==> src/verilog/gsi_pkg.sv <==
// Package for the gripper state and indicator block
package gsi_pkg;
	localparam int CLK_HZ = 100_000_000;
	localparam int FAIL_RED_S = 5;
	localparam int FAIL_RED_CYC = FAIL_RED_S * CLK_HZ;
	localparam int SLOW_MS = 1000;
	localparam int FAST_MS = 200;
	localparam int PULSE_MS = 150;
	localparam int SWF_SHORT_MS = 150;
	localparam int SWF_PAUSE_MS = 1200;
	localparam int RESTART_MS = 2000;
	localparam int SLOW_CYC = SLOW_MS * (CLK_HZ / 1000);
	localparam int FAST_CYC = FAST_MS * (CLK_HZ / 1000);
	localparam int PULSE_CYC = PULSE_MS * (CLK_HZ / 1000);
	localparam int SWF_SHORT_CYC = SWF_SHORT_MS * (CLK_HZ / 1000);
	localparam int SWF_PAUSE_CYC = SWF_PAUSE_MS * (CLK_HZ / 1000);
	localparam int RESTART_CYC = RESTART_MS * (CLK_HZ / 1000);
	localparam logic [7:0] CMD_STATUS = 8'h40;
	localparam logic [7:0] CMD_ACK = 8'h24;
	localparam logic [7:0] CMD_GRIP = 8'h25;
	localparam logic [7:0] CMD_RELEASE = 8'h26;
	localparam logic [7:0] CMD_PREPOS = 8'h21;
	localparam logic [7:0] CMD_STOP = 8'h22;
	localparam logic [2:0] COL_OFF = 3'h0;
	localparam logic [2:0] COL_RED = 3'h1;
	localparam logic [2:0] COL_GREEN = 3'h2;
	localparam logic [2:0] COL_BLUE = 3'h4;
	localparam logic [2:0] COL_YELLOW = 3'h3;
	localparam logic [2:0] COL_WHITE = 3'h7;
	typedef enum logic [2:0] {
		GS_IDLE = 3'h0,
		GS_CLOSING = 3'h1,
		GS_CLAMPING = 3'h3,
		GS_DROPPED = 3'h2,
		GS_EMPTY_CLOSE = 3'h6,
		GS_OPENING_RELEASE = 3'h7,
		GS_PRE_MOVING = 3'h5,
		GS_ERROR = 3'h4
	} gsi_grip_e;
	typedef enum logic [2:0] {
		BS_LOAD = 3'h0,
		BS_FAIL = 3'h1,
		BS_START = 3'h3,
		BS_RUN = 3'h2,
		BS_SWFAULT = 3'h6
	} gsi_boot_e;
	typedef struct packed {
		logic load_done;
		logic load_fail;
		logic start_done;
		logic sw_fault;
	} gsi_boot_s;
	typedef struct packed {
		logic part_seen;
		logic force_lost;
		logic at_target;
		logic cmd_fail;
		logic fault_needs_ack;
		logic critical;
	} gsi_motion_s;
	typedef struct packed {
		logic homed;
		logic halt_pending;
		logic critical;
		logic warning;
		logic script_run;
		logic busy;
		logic [2:0] grip;
	} gsi_status_s;
endpackage : gsi_pkg

==> src/verilog/gsi_top.sv <==
// Boot supervisor, gripping-state tracker and lamp driver
// Overview of operation
// - Load failure shows red five seconds, then reloads, retrying until success.
// - Ready and waiting: slow white pulsing.
// - Initialising or executing a command: fast white pulsing.
// - Script running: fast green pulsing.
// - Warning limits reached: fast yellow pulsing.
// - Software fault halts, flashes red twice then pause, restarts later.
// - Activity lamps lit while interface active, flashing with traffic.
// - Grip state is one of eight values; idle means nothing in progress.
// - Closing: fingers move to part, part detection active.
// - Clamping: part held with set force, hold monitor active.
// - Dropped entered when gripping force can no longer be kept.
// - Empty close entered when fingers close with no part found.
// - Report opening_release while opening, pre-moving while pre-positioning.
// - Command failure enters error; ack-needing errors set halt flag.
// - Grip state carries no homing; homed flag is separate.
// - Stop outside error aborts and returns to idle at once.
// - Status word returned on request with command 40h.
// - Acknowledge 24h clears halt, only once the fault has gone.
`timescale 1ns/1ps
module gsi_top
	import gsi_pkg::*;
#(
	parameter int FAIL_CYC = FAIL_RED_CYC,
	parameter int SLOW_P = SLOW_CYC,
	parameter int FAST_P = FAST_CYC,
	// Pulse and fault-code lengths scale with the fast blink by default
	parameter int PULSE_P = int'(longint'(FAST_P) * PULSE_MS / FAST_MS),
	parameter int SHORT_P = int'(longint'(FAST_P) * SWF_SHORT_MS / FAST_MS),
	parameter int PAUSE_P = int'(longint'(FAST_P) * SWF_PAUSE_MS / FAST_MS),
	parameter int RESTART_P = RESTART_CYC
) (
	// Clock and reset
	input wire logic clk,
	input wire logic nrst,
	// Boot events from the loader
	input wire gsi_boot_s boot_in,
	// Host command strobe
	input wire logic cmd_valid,
	input wire logic [7:0] cmd_code,
	input wire logic cmd_rx_err,
	// Motion and monitor feedback
	input wire gsi_motion_s motion_in,
	input wire logic homed_flag,
	input wire logic warning_in,
	input wire logic script_run,
	// Interface activity
	input wire logic card_active,
	input wire logic card_traffic,
	input wire logic comm_active,
	input wire logic comm_traffic,
	// Status answer and controls
	output gsi_status_s status_word,
	output logic status_valid,
	output logic motion_enable,
	output logic sw_restart,
	// Lamps
	output logic [2:0] lamp_rgb,
	output logic card_lamp,
	output logic comm_lamp
);
	// Pin-level activity inputs pass two flops
	logic [3:0] act_s1_r;
	logic [3:0] act_s2_r;
	always_ff @(posedge clk or negedge nrst) begin
		if (!nrst) begin
			act_s1_r <= 4'h0;
			act_s2_r <= 4'h0;
		end else begin
			act_s1_r <= {card_active, card_traffic, comm_active, comm_traffic};
			act_s2_r <= act_s1_r;
		end
	end

	gsi_boot_e boot_r;
	gsi_boot_e boot_nxt;
	gsi_grip_e grip_r;
	gsi_grip_e grip_nxt;
	logic [31:0] tmr_r;
	logic halt_pending_flag_r;
	logic [31:0] slow_r;
	logic [31:0] fast_r;
	logic slow_ph_r;
	logic fast_ph_r;
	logic [31:0] pulse_r;
	logic [2:0] pulse_col_r;
	logic [2:0] swf_step_r;
	logic [31:0] swf_tmr_r;

	// Strobes before the software runs are dropped without a pulse
	wire running = (boot_r == BS_RUN);
	wire cmd_take = cmd_valid && running;
	// A garbled command only earns a red pulse; it is never acted on
	wire cmd_ok = cmd_take && !cmd_rx_err;
	wire is_stop = cmd_ok && (cmd_code == CMD_STOP);
	wire is_ack = cmd_ok && (cmd_code == CMD_ACK);
	wire is_grip = cmd_ok && (cmd_code == CMD_GRIP);
	wire is_rel = cmd_ok && (cmd_code == CMD_RELEASE);
	wire is_pre = cmd_ok && (cmd_code == CMD_PREPOS);
	wire motion_cmd = is_grip || is_rel || is_pre;
	wire fault_now = motion_in.critical || motion_in.fault_needs_ack;
	wire ack_ok = is_ack && !fault_now;
	wire motion_ok = motion_cmd && !halt_pending_flag_r && (grip_r != GS_ERROR);
	wire cmd_bad = cmd_take && (cmd_rx_err || (motion_cmd && !motion_ok)
		|| (is_ack && fault_now));
	wire tmr_done = (tmr_r == 32'h0);

	// Boot supervisor
	always_comb begin
		boot_nxt = boot_r;
		case (boot_r)
			BS_LOAD: begin
				if (boot_in.load_fail) begin
					boot_nxt = BS_FAIL;
				end else if (boot_in.load_done) begin
					boot_nxt = BS_START;
				end
			end
			BS_FAIL: begin
				if (tmr_done) begin
					boot_nxt = BS_LOAD;
				end
			end
			BS_START: begin
				if (boot_in.start_done) begin
					boot_nxt = BS_RUN;
				end
			end
			BS_RUN: begin
				if (boot_in.sw_fault) begin
					boot_nxt = BS_SWFAULT;
				end
			end
			BS_SWFAULT: begin
				if (tmr_done) begin
					boot_nxt = BS_LOAD;
				end
			end
			default: boot_nxt = BS_LOAD;
		endcase
	end

	wire enter_fail = (boot_r == BS_LOAD) && boot_in.load_fail;
	wire enter_swf = (boot_r == BS_RUN) && boot_in.sw_fault;
	// One down-counter serves both timed boot states; they never overlap
	always_ff @(posedge clk or negedge nrst) begin
		if (!nrst) begin
			boot_r <= BS_LOAD;
			tmr_r <= 32'h0;
		end else begin
			boot_r <= boot_nxt;
			if (enter_fail) begin
				tmr_r <= 32'(FAIL_CYC - 1);
			end else if (enter_swf) begin
				tmr_r <= 32'(RESTART_P - 1);
			end else if (!tmr_done) begin
				tmr_r <= tmr_r - 32'h1;
			end
		end
	end

	// Gripping-process state; homing is never folded in
	always_comb begin
		grip_nxt = grip_r;
		if (!running) begin
			grip_nxt = GS_IDLE;
		end else if (grip_r == GS_ERROR) begin
			if (ack_ok) begin
				grip_nxt = GS_IDLE;
			end
		end else if (is_stop) begin
			grip_nxt = GS_IDLE;
		end else if (motion_in.cmd_fail || motion_in.critical) begin
			grip_nxt = GS_ERROR;
		end else if (motion_ok) begin
			if (is_grip) begin
				grip_nxt = GS_CLOSING;
			end else if (is_rel) begin
				grip_nxt = GS_OPENING_RELEASE;
			end else begin
				grip_nxt = GS_PRE_MOVING;
			end
		end else begin
			case (grip_r)
				GS_CLOSING: begin
					if (motion_in.part_seen) begin
						grip_nxt = GS_CLAMPING;
					end else if (motion_in.at_target) begin
						grip_nxt = GS_EMPTY_CLOSE;
					end
				end
				GS_CLAMPING: begin
					if (motion_in.force_lost) begin
						grip_nxt = GS_DROPPED;
					end
				end
				GS_OPENING_RELEASE, GS_PRE_MOVING: begin
					if (motion_in.at_target) begin
						grip_nxt = GS_IDLE;
					end
				end
				default: grip_nxt = grip_r;
			endcase
		end
	end

	always_ff @(posedge clk or negedge nrst) begin
		if (!nrst) begin
			grip_r <= GS_IDLE;
			halt_pending_flag_r <= 1'b0;
		end else begin
			grip_r <= grip_nxt;
			// Set wins over a same-cycle acknowledge so a live fault is kept
			if (running && (motion_in.fault_needs_ack || motion_in.critical)) begin
				halt_pending_flag_r <= 1'b1;
			end else if (ack_ok) begin
				halt_pending_flag_r <= 1'b0;
			end
		end
	end

	// Status answer and controls
	// Fields are refreshed every cycle; a read returns last cycle's view
	always_ff @(posedge clk or negedge nrst) begin
		if (!nrst) begin
			status_word <= '0;
			status_valid <= 1'b0;
			motion_enable <= 1'b0;
			sw_restart <= 1'b0;
		end else begin
			status_valid <= cmd_ok && (cmd_code == CMD_STATUS);
			status_word.homed <= homed_flag;
			status_word.halt_pending <= halt_pending_flag_r;
			status_word.critical <= motion_in.critical;
			status_word.warning <= warning_in;
			status_word.script_run <= script_run;
			status_word.busy <= (grip_r == GS_CLOSING) || (grip_r == GS_OPENING_RELEASE)
				|| (grip_r == GS_PRE_MOVING);
			status_word.grip <= grip_r;
			motion_enable <= running && !halt_pending_flag_r && (grip_r != GS_ERROR);
			sw_restart <= (boot_r == BS_SWFAULT) && tmr_done;
		end
	end

	// Blink timebases
	// Free-running, so a pattern may start part way through a period
	always_ff @(posedge clk or negedge nrst) begin
		if (!nrst) begin
			slow_r <= 32'h0;
			fast_r <= 32'h0;
			slow_ph_r <= 1'b0;
			fast_ph_r <= 1'b0;
		end else begin
			slow_r <= (slow_r == 32'(SLOW_P / 2 - 1)) ? 32'h0 : slow_r + 32'h1;
			fast_r <= (fast_r == 32'(FAST_P / 2 - 1)) ? 32'h0 : fast_r + 32'h1;
			if (slow_r == 32'(SLOW_P / 2 - 1)) begin
				slow_ph_r <= ~slow_ph_r;
			end
			if (fast_r == 32'(FAST_P / 2 - 1)) begin
				fast_ph_r <= ~fast_ph_r;
			end
		end
	end

	// Single command pulse; a new event restarts it
	// Red wins when a failure and an accepted strobe coincide
	always_ff @(posedge clk or negedge nrst) begin
		if (!nrst) begin
			pulse_r <= 32'h0;
			pulse_col_r <= COL_OFF;
		end else if (cmd_bad || (running && motion_in.cmd_fail)) begin
			pulse_r <= 32'(PULSE_P);
			pulse_col_r <= COL_RED;
		end else if (cmd_take) begin
			pulse_r <= 32'(PULSE_P);
			pulse_col_r <= COL_GREEN;
		end else if (pulse_r != 32'h0) begin
			pulse_r <= pulse_r - 32'h1;
		end
	end

	// Software fault code: on, off, on, long pause
	// Pause dwarfs the flashes so the pair reads as one code
	always_ff @(posedge clk or negedge nrst) begin
		if (!nrst) begin
			swf_step_r <= 3'h0;
			swf_tmr_r <= 32'h0;
		end else if (boot_r != BS_SWFAULT) begin
			swf_step_r <= 3'h0;
			swf_tmr_r <= 32'(SHORT_P - 1);
		end else if (swf_tmr_r != 32'h0) begin
			swf_tmr_r <= swf_tmr_r - 32'h1;
		end else begin
			swf_step_r <= (swf_step_r == 3'h3) ? 3'h0 : swf_step_r + 3'h1;
			swf_tmr_r <= (swf_step_r == 3'h2) ? 32'(PAUSE_P - 1) : 32'(SHORT_P - 1);
		end
	end

	wire swf_on = !swf_step_r[0];
	logic [2:0] bg_col;
	always_comb begin
		bg_col = COL_OFF;
		case (boot_r)
			BS_LOAD: bg_col = COL_BLUE;
			BS_FAIL: bg_col = COL_RED;
			BS_START: bg_col = fast_ph_r ? COL_BLUE : COL_OFF;
			BS_SWFAULT: bg_col = swf_on ? COL_RED : COL_OFF;
			BS_RUN: begin
				// Faults outrank the other background patterns; a command pulse still covers them
				if (halt_pending_flag_r || motion_in.critical) begin
					bg_col = fast_ph_r ? COL_RED : COL_OFF;
				end else if (warning_in) begin
					bg_col = fast_ph_r ? COL_YELLOW : COL_OFF;
				end else if (script_run) begin
					bg_col = fast_ph_r ? COL_GREEN : COL_OFF;
				end else if (status_word.busy || !boot_in.start_done) begin
					bg_col = fast_ph_r ? COL_WHITE : COL_OFF;
				end else begin
					bg_col = slow_ph_r ? COL_WHITE : COL_OFF;
				end
			end
			default: bg_col = COL_OFF;
		endcase
	end

	wire pulse_on = running && (pulse_r != 32'h0);
	always_ff @(posedge clk or negedge nrst) begin
		if (!nrst) begin
			lamp_rgb <= COL_OFF;
			card_lamp <= 1'b0;
			comm_lamp <= 1'b0;
		end else begin
			lamp_rgb <= pulse_on ? pulse_col_r : bg_col;
			// Traffic blanks the lit lamp, so a busy link reads as flicker
			card_lamp <= act_s2_r[3] && !act_s2_r[2];
			comm_lamp <= act_s2_r[1] && !act_s2_r[0];
		end
	end
endmodule : gsi_top

==> config.mk <==
export PLATFORM = sky130hd
export DESIGN_NAME = gsi_top
export DESIGN_NICKNAME = d
export VERILOG_FILES = /design/src/verilog/gsi_pkg.sv /design/src/verilog/gsi_top.sv
export SDC_FILE = /design/constraint.sdc
export NUM_CORES = 1
export LEC_CHECK = 0
export BUFFER_PORTS_ARGS = -buffer_cell sky130_fd_sc_hd__buf_2
export CAP_MARGIN = 20
export CORE_MARGIN = 2
export CORE_UTILIZATION = 45
export CTS_CLUSTER_SIZE = 40
export DETAILED_ROUTE_END_ITERATION = 16
export GPL_TIMING_DRIVEN = 0
export HOLD_SLACK_MARGIN = 0.02
export PLACE_DENSITY_LB_ADDON = 0.15
export SYNTH_ARGS = -nofsm -noshare
export SYNTH_HDL_FRONTEND = slang
export SYNTH_SLANG_ARGS = --single-unit
==> constraint.sdc <==
create_clock -name clk -period 3.4 [get_ports clk]
set_input_delay 0 -clock clk [delete_from_list [all_inputs] [get_ports clk]]
set_output_delay 0 -clock clk [all_outputs]
set_load 0.01 [all_outputs]
* Yosys cells after proc, flatten, opt, wreduce, memory -nomap -nowiden *
Cells that the tools add are included.
W data, S select, Z words.

cells by class
  add/sub/neg operators = 6
  equal/unequal tests = 32
  mux-type cells = 50
  bitwise operators = 2
  reductions and logical operators = 53

operators with widths
  kind                     number
  $mux W32                 10
  $sub A32 B1 Y32 const B  3
  $mux W3                  29
  $add A32 B1 Y32 const B  2
  $reduce_bool A32 Y1      2
  $eq A8 B6 Y1 const B     5
  $eq A32 B24 Y1 const B   1
  $eq A32 B26 Y1 const B   1
  $logic_not A32 Y1        1
  $mux W27                 1
  $logic_and A1 B1 Y1      24
  $eq A3 B2 Y1 const B     5
  $pmux W3 S5              1
  $ne A7 B7 Y1 const B     2
  $eq A3 B3 Y1 const B     4
  $ne A3 B3 Y1 const B     4
  $pmux W3 S4              1
  $logic_or A1 B1 Y1       11
  $pmux W3 S3              1
  $eq A8 B7 Y1 const B     1
  $ne A8 B1 Y1 const B     1
  $ne A8 B8 Y1 const B     1
  $logic_not A1 Y1         7
  $eq A3 B1 Y1 const B     2
  other kinds (13)         23

storage, ports and cells
  register bits after elaboration = 200
  bits of input ports = 29

* Logic depth before layout (Yosys ltp) *
Gate-level depths: netlist (run 1).

  depth after elaboration = 15
  gate-level depth with buffers = 9
  gate-level depth less buffers = 7

* Least setup slack after synthesis (run 1) *
OpenSTA, ideal clock, no wires.

  kind = flip-flop to flip-flop
  start point = register pulse_r[0]
  end point = register lamp_rgb[1]
  library setup time = 78 ps
  arrival = 2682 ps
  data required time = 3322 ps
  slack = 641 ps
  cell stages (with the launch flop) = 9
  path buffers = 1
  clock period less this slack = 2759 ps
  cells stage by stage = dfrtp_1 -> inv_1 -> ha_1 -> or3b_2 -> clkbuf_1 -> or4_1 -> or4_4 -> or4_1 -> a21oi_1

on the way
  longest elaborated chain between the ends = 3

ends and longest elaborated chain
  what                      line            source
  start: declaration        gsi_top.sv:86   logic [31:0] pulse_r;
  start signal: assignment  gsi_top.sv:273  pulse_r <= 32'(PULSE_P);
  start signal: assignment  gsi_top.sv:276  pulse_r <= 32'(PULSE_P);
  start signal: assignment  gsi_top.sv:279  pulse_r <= pulse_r - 32'h1;
  $reduce_bool A32 Y1       gsi_top.sv:327  wire pulse_on = running && (pulse_r != 32'h0);
  $logic_and A1 B1 Y1       gsi_top.sv:327
  $mux W3                   gsi_top.sv:334  lamp_rgb <= pulse_on ? pulse_col_r : bg_col;
  end signal: assignment    gsi_top.sv:334
  end: declaration          gsi_top.sv:59   output logic [2:0] lamp_rgb,

No other way between the ends.
A chain may end at the register's enable or synchronous reset.

* Final worst setup path (run 1) *
Ends and elaborated chain as after synthesis.

==> qor.yml, run 1 <==
run_status:
  status: "complete, no violations"
timing:
  finalHoldWorstSlack_ns: 0.0547
  worst_slew_pin_slew_ns: 1.01
  clock.fmax_mhz: 318
  layout_worst_path_cycle_share_pct: 92.4
  timing.slew.headroom_pct: 32.3
  post-route-min-period_ns: 3.14
  setup_viol: 0
  rsz0062_at_grt: "no"
  skew_ns: 0.0153
  finalHoldViolations: 0
  final_max_slew_viol_count: 0
synthesis:
  ys_seq_area_share_pct: 50.8
  yosys.cell_types.count: 63
  ys.flop_type: "dfrtp_1"
  syn_nets: 1016
  synth_seq_cells: 199
  synth_edf_count: 0
  synth_area_sq_um: 9800
  yosys_warnings: 0
  yosysMostFrequentCell: "dfrtp_1"
  avgSynthCellArea_sq_um: 10.0
  ys_top_cells_by_count: "dfrtp_1 (199), nor2_1 (94), nand2_1 (56)"
  yosys.area.top_type: "dfrtp_1"
  synth_top_area_share_pct: 50.8
  netlist_instances: 979
  async_flop_share_pct: 100
  synth.area.top_cells: "dfrtp_1 (51%), xor2_1 (4.7%), xnor2_1 (3.9%)"
clock_network:
  cts_tree: "built"
  htreeDepth: 4
  cts-buffers-inserted: 17
  postCtsSetupRepairBufs: 0
  clock-sinks: 199
  clkTransAtPathRegs_ns: 0.08
  clk_latency_ns: 0.44
  clock_path_buffers: 2
  cts_root_buffer: "clkbuf_16"
floorplan:
  initial_core_util_pct: 46.2
  coreArea_sq_um: 21200
  die_w_um: 152
  fp.dieArea_sq_um: 23000
  io_pins: 46
  die_h_um: 152
  core.rowCount: 53
routing:
  drt_iter0_drc: 406
  vias: 7818
  dr.pass1.iters: 5
  via_per_inst: 5.76
  wirelength_um: 22000
  wl_per_cell_um: 16.2
  drc: 0
  postRouteAntennaNets: 0
final_layout:
  area_delta_synth_final_pct: 15.0
  utilization_pct: 53.1
  finalInstanceArea_sq_um: 11300
  nFillCells: 1952
  final_nets: 1106
  ff_latch_area_sq_um: 4980
  drive_gt1_share_pct: 9.89
  multiInputGateArea_sq_um: 4650
  diodes: 0
global_route:
  grtUsageTotal_pct: 20.5
  grt_max_degree: 118
  first_global_vias: 7355
  grt.overflow.total: 0
  antenna_found_initial: 0
  grt_pass1_wl_um: 37200
power_and_ir_drop:
  power_density_nw_per_um2: 478
  power_mw: 5.39
  peakVddDrop_mv: 0.352
  p_leak_nw: 4.59
worst_hold_path:
  min_to: "halt_pending_flag_r$_DFFE_PN0P_"
  hold_path_depth: 5
  min_from: "cmd_code[2]"
  hold_path_class: "in2reg"
setup_path:
  worst_ep_arrival_time_ns: 3.48
  reg2reg_from: "pulse_r[0]$_DFFE_PN0P_"
  endpoint_kind: "flip-flop"
  r2r-end: "lamp_rgb[1]$_DFF_PN0_"
  crit_fanout: 9
  rrSetupSlack_ns: 0.26
  worstRegToRegCells: 8
  worstPathRequired_ns: 3.74
  worstSetupStartpointType: "flip-flop"
  worst-setup-path-type: "reg2reg"
job:
  max_cap_violations: 0
place:
  gp_congestion: 0.802
  hpwl_um: 15300
  io_buffers: 44
  dpl_cell_area_sq_um: 10400
worst max-delay path by stage:
stage	depth (start not counted)	endpoint	start
after floorplan	8	lamp_rgb[1]$_DFF_PN0_	pulse_r[0]$_DFFE_PN0P_
after global placement	1	act_s1_r[0]$_DFF_PN0_	nrst
after detailed placement	9	pulse_r[9]$_DFFE_PN0P_	pulse_r[0]$_DFFE_PN0P_
after CTS	7	pulse_r[6]$_DFFE_PN0P_	pulse_r[18]$_DFFE_PN0P_
after global routing	8	lamp_rgb[1]$_DFF_PN0_	pulse_r[0]$_DFFE_PN0P_
final	8	lamp_rgb[1]$_DFF_PN0_	pulse_r[0]$_DFFE_PN0P_
logic make-up after synthesis:
kind of cell	synth area share, %
adder cells (fa/ha/maj)	1.02
multiplexers	0.842
AO/OA/AOI/OAI	10.8
AND/OR/NAND/NOR	26.0
flip-flops	50.8
XOR/XNOR	8.67
buffers and inverters	1.93
timing repair:
action,4_1_cts,5_1_grt
endpoints found under the hold margin,102,0
hold buffers,23,0
setup endpoints to repair,0,6
resized for setup,0,2
final cells by class:
cell class                 count  area share [%]
multi-input combinational    732            41.2
inverter                      18           0.599
buffer                        30            1.08
sequential                   199            44.2
clock inverter                15            1.58
tap                          275            3.05
timing repair buffer          71            4.54
clock buffer                  17            3.77
worst max-delay path: stages, from the launching register on:
cell and delay (ns):
dfrtp_1 0.42, inv_1 0.09, ha_1 0.18, or3b_2 0.44
clkbuf_1 0.20, or4_1 0.50, or4_4 0.48, or4_1 0.49
a21oi_1 0.24
state kept, by name, indices dropped and copies added, names as in the netlist, 4 cells and up:
register	flops
swf_tmr_r	32
fast_r	32
pulse_r	32
act_s2_r	4
act_s1_r	4
status_word	9
slow_r	32
tmr_r	32
routing by layer:
layer / vias to the layer above / wire, um / track usage [%]
met5: - / 0 / 0
met4: 0 / 355 / 5.93
met3: 18 / 843 / 3.74
met2: 160 / 9900 / 30.5
met1: 3826 / 10900 / 30.7
li1: 3814 / - / -
cells in the final DEF, fill, tap and decap left out, types with 7 or more instances in the layout:
cell	Yosys	final
a31oi_1	7	7
nor4_1	37	36
nand2_1	56	56
nor2_1	94	94
nand3_1	53	53
a211oi_1	9	9
o211ai_1	9	9
or4_1	36	36
clkbuf_1	28	28
xor2_1	53	53
xnor2_1	44	44
ha_1	8	8
dfrtp_1	199	199
inv_1	18	18
a21oi_1	40	40
o21ai_0	30	30
nor2b_1	9	9
clkbuf_16	0	17
and3_1	14	14
o31ai_1	27	27
nor3_1	32	32
o41ai_1	8	8
or2_2	8	8
nand2b_1	12	12
or3_1	35	35
buf_2	1	45
dlygate4sd3_1	0	23
nand4_1	28	28
where the power goes:
group | switching [mW] | total (mW) | internal, mW
combinational | 0.315 | 0.585 | 0.270
sequential | 0.207 | 2.76 | 2.56
clock | 1.04 | 2.05 | 1.00
through the flow:
stage	instances	worst slack (ns)	TNS, ns
finish	1357	0.257	0
global route	1357	0.101	0
CTS	1357	0.190	0
detailed placement	1302	0.216	0
global placement	1298	-1.12	-220.48
floorplan	979	0.641	0
(Power assumes the default switching activity.)
==> run 2, diff against run 1 <==
--- a/config.mk
+++ b/config.mk
@@ -9,11 +9,12 @@
 export CAP_MARGIN = 20
 export CORE_MARGIN = 2
 export CORE_UTILIZATION = 45
-export CTS_CLUSTER_SIZE = 40
+export CTS_CLUSTER_SIZE = 30
 export DETAILED_ROUTE_END_ITERATION = 16
 export GPL_TIMING_DRIVEN = 0
 export HOLD_SLACK_MARGIN = 0.02
 export PLACE_DENSITY_LB_ADDON = 0.15
+export RECOVER_POWER = 25
 export SYNTH_ARGS = -nofsm -noshare
 export SYNTH_HDL_FRONTEND = slang
 export SYNTH_SLANG_ARGS = --single-unit
==> run 2 against run 1 <==
Compared with the run above:
- non-clock buffer count unchanged
- wire length hardly changed
- via count hardly changed
- total power about the same
- the run now ends with capacitance limit, slew limit left
- largest cell class unchanged
==> qor.yml, run 2 (synthesis results as in run 1) <==
routing:
  wirelength_um: 22000  # about the same
  dr.pass1.iters: 5  # unchanged
  vias: 7816  # -0.026%
  drc: 0  # unchanged
  drt_iter0_drc: 402  # -0.99%
  wl_per_cell_um: 16.2  # about the same
  via_per_inst: 5.76  # about the same
  postRouteAntennaNets: 0  # unchanged
setup_path:
  worst-setup-path-type: "reg2reg"
  crit_chain: "inv_1, ha_1, or3b_2, clkbuf_1, or4_1, or4_4, or4_1, a21oi_1"
  slowest_stage: "or4_1"
  worstSetupStartpointType: "flip-flop"
  rrSetupSlack_ns: 0.26  # about the same
  cpMostUsedCell: "or4_1"
  slowest_delay_ns: 0.50  # about the same
  worstPathRequired_ns: 3.74  # about the same
  endpoint_kind: "flip-flop"
  crit_family: "simple AND/OR/NAND/NOR gates"
  crit_fanout: 9  # unchanged
  critPathBufInv: 2  # unchanged
  worst_ep_arrival_time_ns: 3.48  # about the same
power_and_ir_drop:
  pwr-share-clk_pct: 38.0  # about the same
  p_sw_share_pct: 29.1  # about the same
  peakVddDrop_mv: 0.353  # about the same
  p_leak_nw: 4.57  # -0.44%
  p_int_mw: 3.83  # about the same
  power_density_nw_per_um2: 479  # +0.12%
  seqPwrFrac_pct: 51.2  # about the same
  switchingPower_mw: 1.57  # about the same
  combPwrFrac_pct: 10.8  # about the same
final_layout:
  drive_gt1_share_pct: 9.43  # -0.46 points
  layout_common_cells: "dfrtp_1 (199), nor2_1 (94), nand2_1 (56)"
  diodes: 0  # unchanged
  final_common_cell: "dfrtp_1"
  final_nets: 1106  # unchanged
  area_delta_synth_final_pct: 14.9
  instances_no_fill: 1357  # unchanged
  utilization_pct: 53.1  # -0.077 points
clock_network:
  cts_tree: "built"
  cts_root_buffer: "clkbuf_16"
  clk_latency_ns: 0.44  # about the same
  clock_path_buffers: 2  # unchanged
  cts-buffers-inserted: 17  # unchanged
  htreeDepth: 4  # unchanged
  clkTransAtPathRegs_ns: 0.08  # about the same
  clock-sinks: 199  # unchanged
  postCtsSetupRepairBufs: 0  # unchanged
global_route:
  antenna_found_initial: 0  # unchanged
  grtUsageTotal_pct: 20.5  # unchanged
  use_met1_pct: 30.7  # unchanged
  grt.overflow.total: 0  # unchanged
  grt_pass1_wl_um: 37200  # unchanged
  use_met2_pct: 30.5  # unchanged
  first_global_vias: 7355  # unchanged
  grt_max_degree: 118  # unchanged
  top_usage_layer: "met1"
  met3_usage_pct: 3.74  # unchanged
floorplan:
  die_h_um: 152  # unchanged
  core.rowCount: 53  # unchanged
  initial_core_util_pct: 46.2  # unchanged
  coreArea_sq_um: 21200  # unchanged
  die_w_um: 152  # unchanged
  io_pins: 46  # unchanged
  fp.dieArea_sq_um: 23000  # unchanged
timing:
  worst_slew_pin_slew_ns: 2.17  # +1.16 ns
  finalHoldViolations: 0  # unchanged
  timing.slew.headroom_pct: -44.3  # -77 points
  final_max_slew_viol_count: 83  # +83
  post-route-min-period_ns: 3.14  # +0.00000200 ns
  rsz0062_at_grt: "no"
  skew_ns: 0.0153  # +0.00000810 ns
  clock.fmax_mhz: 318  # unchanged
  setup_viol: 0  # unchanged
  layout_worst_path_cycle_share_pct: 92.4  # about the same
run_status:
  status: "finished with violations"
  failed_checks: "capacitance limit, slew limit"
job:
  max_cap_violations: 1  # +1
place:
  gp_congestion: 0.802  # unchanged
  hpwl_um: 15300  # unchanged
  placed_cells: 1302  # unchanged
  io_buffers: 44  # unchanged
worst_hold_path:
  hold_path_class: "in2reg"
run 2: cell count changes in the layout (fill, tap and decap cells not counted), sizes merged:
cell | previous run | this run
buf | 49 | 43
clkbuf | 45 | 51
run 2: path summary, 6_finish.rpt:
| kind | start | endpoint | cells after the start |
|---|---|---|---|
| min in group asynchronous | nrst | swf_tmr_r[1]$_DFF_PN0_ | 2 |
| worst max-delay path | pulse_r[0]$_DFFE_PN0P_ | lamp_rgb[1]$_DFF_PN0_ | 8 |
| worst min-delay path | cmd_code[2] | halt_pending_flag_r$_DFFE_PN0P_ | 5 |
| worst max register to register | pulse_r[0]$_DFFE_PN0P_ | lamp_rgb[1]$_DFF_PN0_ | 8 |
| worst min register to register | act_s1_r[1]$_DFF_PN0_ | act_s2_r[1]$_DFF_PN0_ | 0 |
| max in group asynchronous | nrst | tmr_r[31]$_DFFE_PN0P_ | 3 |
run 2: power by group through the flow:
stage	Combinational, mW	Clock [mW]	Sequential, mW
2_1_floorplan	0.408	0	2.75
3_3_place_gp	0.546	0	2.80
3_5_place_dp	0.570	0	2.80
4_1_cts	0.591	2.09	2.76
5_1_grt	0.680	2.20	2.80
6_report	0.584	2.05	2.76
run 2: metal layers:
metal  wire, um  vias up
li1           -     3814
met1      10900     3824
met2       9900      160
met3        838       18
met4        355        0
met5          0        -
run 2: through the flow:
stage	total power [mW]	hold slack, ns	TNS [ns]	instance area, sq um	setup WS [ns]
after global placement	3.34	0.107	-220.48	10400	-1.12
after detailed placement	3.37	0.0369	0	10400	0.216
after global routing	5.67	0.0695	0	11300	0.101
final	5.39	0.0543	0	11300	0.257
after CTS	5.44	0.0299	0	11300	0.190
after floorplan	3.16	-0.296	0	9800	0.641
run 2: tightest hold or removal path, cell delays in order:
cell,delay (ns)
buf_2,0.12
nand2b_1,0.09
nor4_1,0.07
nand2_1,0.06
o2bb2ai_1,0.10
run 2: timing repair:
item	4_1_cts	5_1_grt
hold endpoints to repair	102	0
hold buffers	23	0
resized for setup	0	2
endpoints found under the setup margin	0	6
run 2: layout make-up:
cell class                 instances  area (sq um)
clock inverter                    15           178
buffer                            30           121
sequential                       199          4980
inverter                          18          67.6
clock buffer                      17           425
timing repair buffer              71           495
fill                            1955          9960
multi-input combinational        732          4650
tap                              275           344
==> run 3, diff against run 2 <==
--- a/config.mk
+++ b/config.mk
@@ -5,6 +5,7 @@
 export SDC_FILE = /design/constraint.sdc
 export NUM_CORES = 1
 export LEC_CHECK = 0
+export ABC_AREA = 1
 export BUFFER_PORTS_ARGS = -buffer_cell sky130_fd_sc_hd__buf_2
 export CAP_MARGIN = 20
 export CORE_MARGIN = 2
==> run 3 against run 2 <==
Compared with the run above:
- the run still ends with capacitance limit, slew limit left
- clock power up 9%
- register-to-register slack gained 0.83 ns
- synthesized cell count grew 48%
- first-iteration DRC count is 55% higher
- sequential share of layout area shrank 5.2 points
- final cell count up 38%
- die area rose by 15%
- clock skew fell by 0.0024 ns
- flip-flop and latch count unchanged
- largest cell class is now multi-input gates
- global-route usage is 0.18 points lower
- critical path depth fell by 5
==> qor.yml, run 3 <==
job:
  max_cap_violations: 1  # unchanged
final_layout:
  finalInstanceArea_sq_um: 12800  # +13%
  utilization_pct: 52.2  # -0.88 points
  area_delta_synth_final_pct: 13.3
  final_common_cell: "nand2_1"
  diodes: 0  # unchanged
  final_nets: 1574  # +42%
  layout_common_cells: "nand2_1 (268), nor2_1 (245), inv_1 (209)"
  instances_no_fill: 1874  # +38%
  nFillCells: 2412  # +23%
  drive_gt1_share_pct: 12.4  # +3.0 points
synthesis:
  synth_edf_count: 0  # unchanged
  ys_seq_area_share_pct: 44.2  # -6.6 points
  netlist_instances: 1452  # +48%
  synth.area.top_cells: "dfrtp_1 (44%), nand2_1 (8.9%), nor2_1 (8.2%)"
  yosys.area.top_type: "dfrtp_1"
  synth_top_area_share_pct: 44.2  # -6.6 points
  syn_nets: 1489  # +47%
  yosys.cell_types.count: 51  # -19%
  avgSynthCellArea_sq_um: 7.76  # -23%
  yosysMostFrequentCell: "nand2_1"
  ys_top_cells_by_count: "nand2_1 (268), nor2_1 (245), inv_1 (209)"
  yosys_warnings: 0  # unchanged
  ys.flop_type: "dfrtp_1"
  synth_area_sq_um: 11300  # +15%
  async_flop_share_pct: 100  # unchanged
  synth_seq_cells: 199  # unchanged
routing:
  via_per_inst: 5.03  # -13%
  wirelength_um: 25100  # +14%
  postRouteAntennaNets: 0  # unchanged
  dr.pass1.iters: 5  # unchanged
  drc: 0  # unchanged
  drt_iter0_drc: 623  # +55%
  wl_per_cell_um: 13.4  # -17%
  vias: 9424  # +21%
clock_network:
  postCtsSetupRepairBufs: 0  # unchanged
  clock-sinks: 199  # unchanged
  clock_path_buffers: 2  # unchanged
  clk_latency_ns: 0.44  # about the same
  cts_resized: 0  # unchanged
  htreeDepth: 4  # unchanged
  cts_tree: "built"
  clkTransAtPathRegs_ns: 0.07  # about the same
  cts_root_buffer: "clkbuf_16"
  cts-buffers-inserted: 17  # unchanged
  ctsHoldBuffers: 19  # -17%
place:
  placed_cells: 1823  # +40%
  hpwl_um: 18600  # +22%
  place_ws_ns: 1.06  # +0.849 ns
  dpl_cell_area_sq_um: 12000  # +15%
  io_buffers: 45  # +2.3%
  gp_congestion: 0.906  # +13%
timing:
  post-route-min-period_ns: 2.34  # -0.803 ns
  final_max_slew_viol_count: 62  # -25%
  worst_slew_pin_slew_ns: 1.58  # -0.582 ns
  skew_ns: 0.0128  # -0.00242 ns
  clock.fmax_mhz: 427  # +34%
  layout_worst_path_cycle_share_pct: 68.8  # -24 points
  timing.slew.headroom_pct: -5.58  # +39 points
  setup_viol: 0  # unchanged
  fin_ws_ns: 1.06  # +0.803 ns
  fin_setup_tns_ns: 0  # unchanged
  finalHoldWorstSlack_ns: 0.0542  # -0.000159 ns
  rsz0062_at_grt: "no"
  finalHoldViolations: 0  # unchanged
floorplan:
  die_w_um: 162  # +7.0%
  io_pins: 46  # unchanged
  initial_core_util_pct: 46.1  # -0.14 points
  coreArea_sq_um: 24500  # +15%
  core.rowCount: 57  # +7.5%
  fp.dieArea_sq_um: 26300  # +15%
  die_h_um: 162  # +7.0%
power_and_ir_drop:
  power_density_nw_per_um2: 483  # +0.85%
  power_mw: 6.17  # +14%
  peakVddDrop_mv: 0.287  # -19%
  p_leak_nw: 5.88  # +29%
worst_hold_path:
  min_from: "motion_in[2]"
  hold_path_class: "in2reg"
run_status:
  failed_checks: "capacitance limit, slew limit"
  status: "finished with violations"
setup_path:
  worstSetupStartpointType: "input port"
  worst-setup-path-type: "in2async"
  endpoint_kind: "async pin"
  worstPathRequired_ns: 3.81  # +0.07 ns
  crit_fanout: 75  # +66
  reg2reg_from: "tmr_r[0]$_DFFE_PN0P_"
  startpoint: "nrst"
  worst_ep_arrival_time_ns: 2.75  # -0.73 ns
global_route:
  grt.overflow.total: 0  # unchanged
  grtUsageTotal_pct: 20.3  # -0.18 points
  grt_max_degree: 76  # -36%
  first_global_vias: 9082  # +23%
  grt_pass1_wl_um: 43600  # +17%
  antenna_found_initial: 0  # unchanged
[run 3: power by group]
| part | switching [mW] | internal, mW |
|---|---|---|
| Clock | 0.938 | 1.29 |
| Sequential | 0.189 | 2.57 |
| Combinational | 0.771 | 0.414 |
| Total | 1.90 | 4.27 |
[run 3: cell families after synthesis]
logic type	Yosys count	synth area share (%)
and+or+nand+nor	818	34.8
buffers and inverters	235	8.23
DFF	199	44.2
AOI/OAI and AO/OA	114	5.83
xor gates and xnor gates	78	6.06
adders and majority gates	8	0.888
[run 3: layout make-up]
type	instances	area (sq um)	share of cell area, %
inverters	224	846	6.63
flip-flops and latches	199	4980	39.0
well taps	324	405	3.18
clock buffers	20	457	3.58
repair buffers	66	447	3.50
multi-input cells	1018	5360	42.0
clock inverters	12	189	1.48
plain buffers	11	81.3	0.637
[run 3: layer usage]
metal  vias to the layer above  GRT usage (%)  wire length, um
li1                       4839              -                -
met1                      4440           29.1            12500
met2                       122           32.4            11700
met3                        23           2.71              691
met4                         0           5.99              301
met5                         -              0                0
[run 3: final timing paths]
check                                         to  slack, ns  cells after the start
min reg2reg                act_s2_r[3]$_DFF_PN0_       0.35                      0
min                        grip_r[2]$_DFFE_PN0P_       0.05                      7
max in group clk            tmr_r[7]$_DFFE_PN0P_       1.09                      9
max                         tmr_r[8]$_DFFE_PN0P_       1.06                      3
max reg2reg                 tmr_r[7]$_DFFE_PN0P_       1.09                      9
min in group asynchronous   slow_r[30]$_DFF_PN0_       0.48                      2
[run 3: critical path, stage by stage]
cell	delay, ns
dlygate4sd3_1	0.52
clkbuf_2	1.11
clkbuf_4	1.05
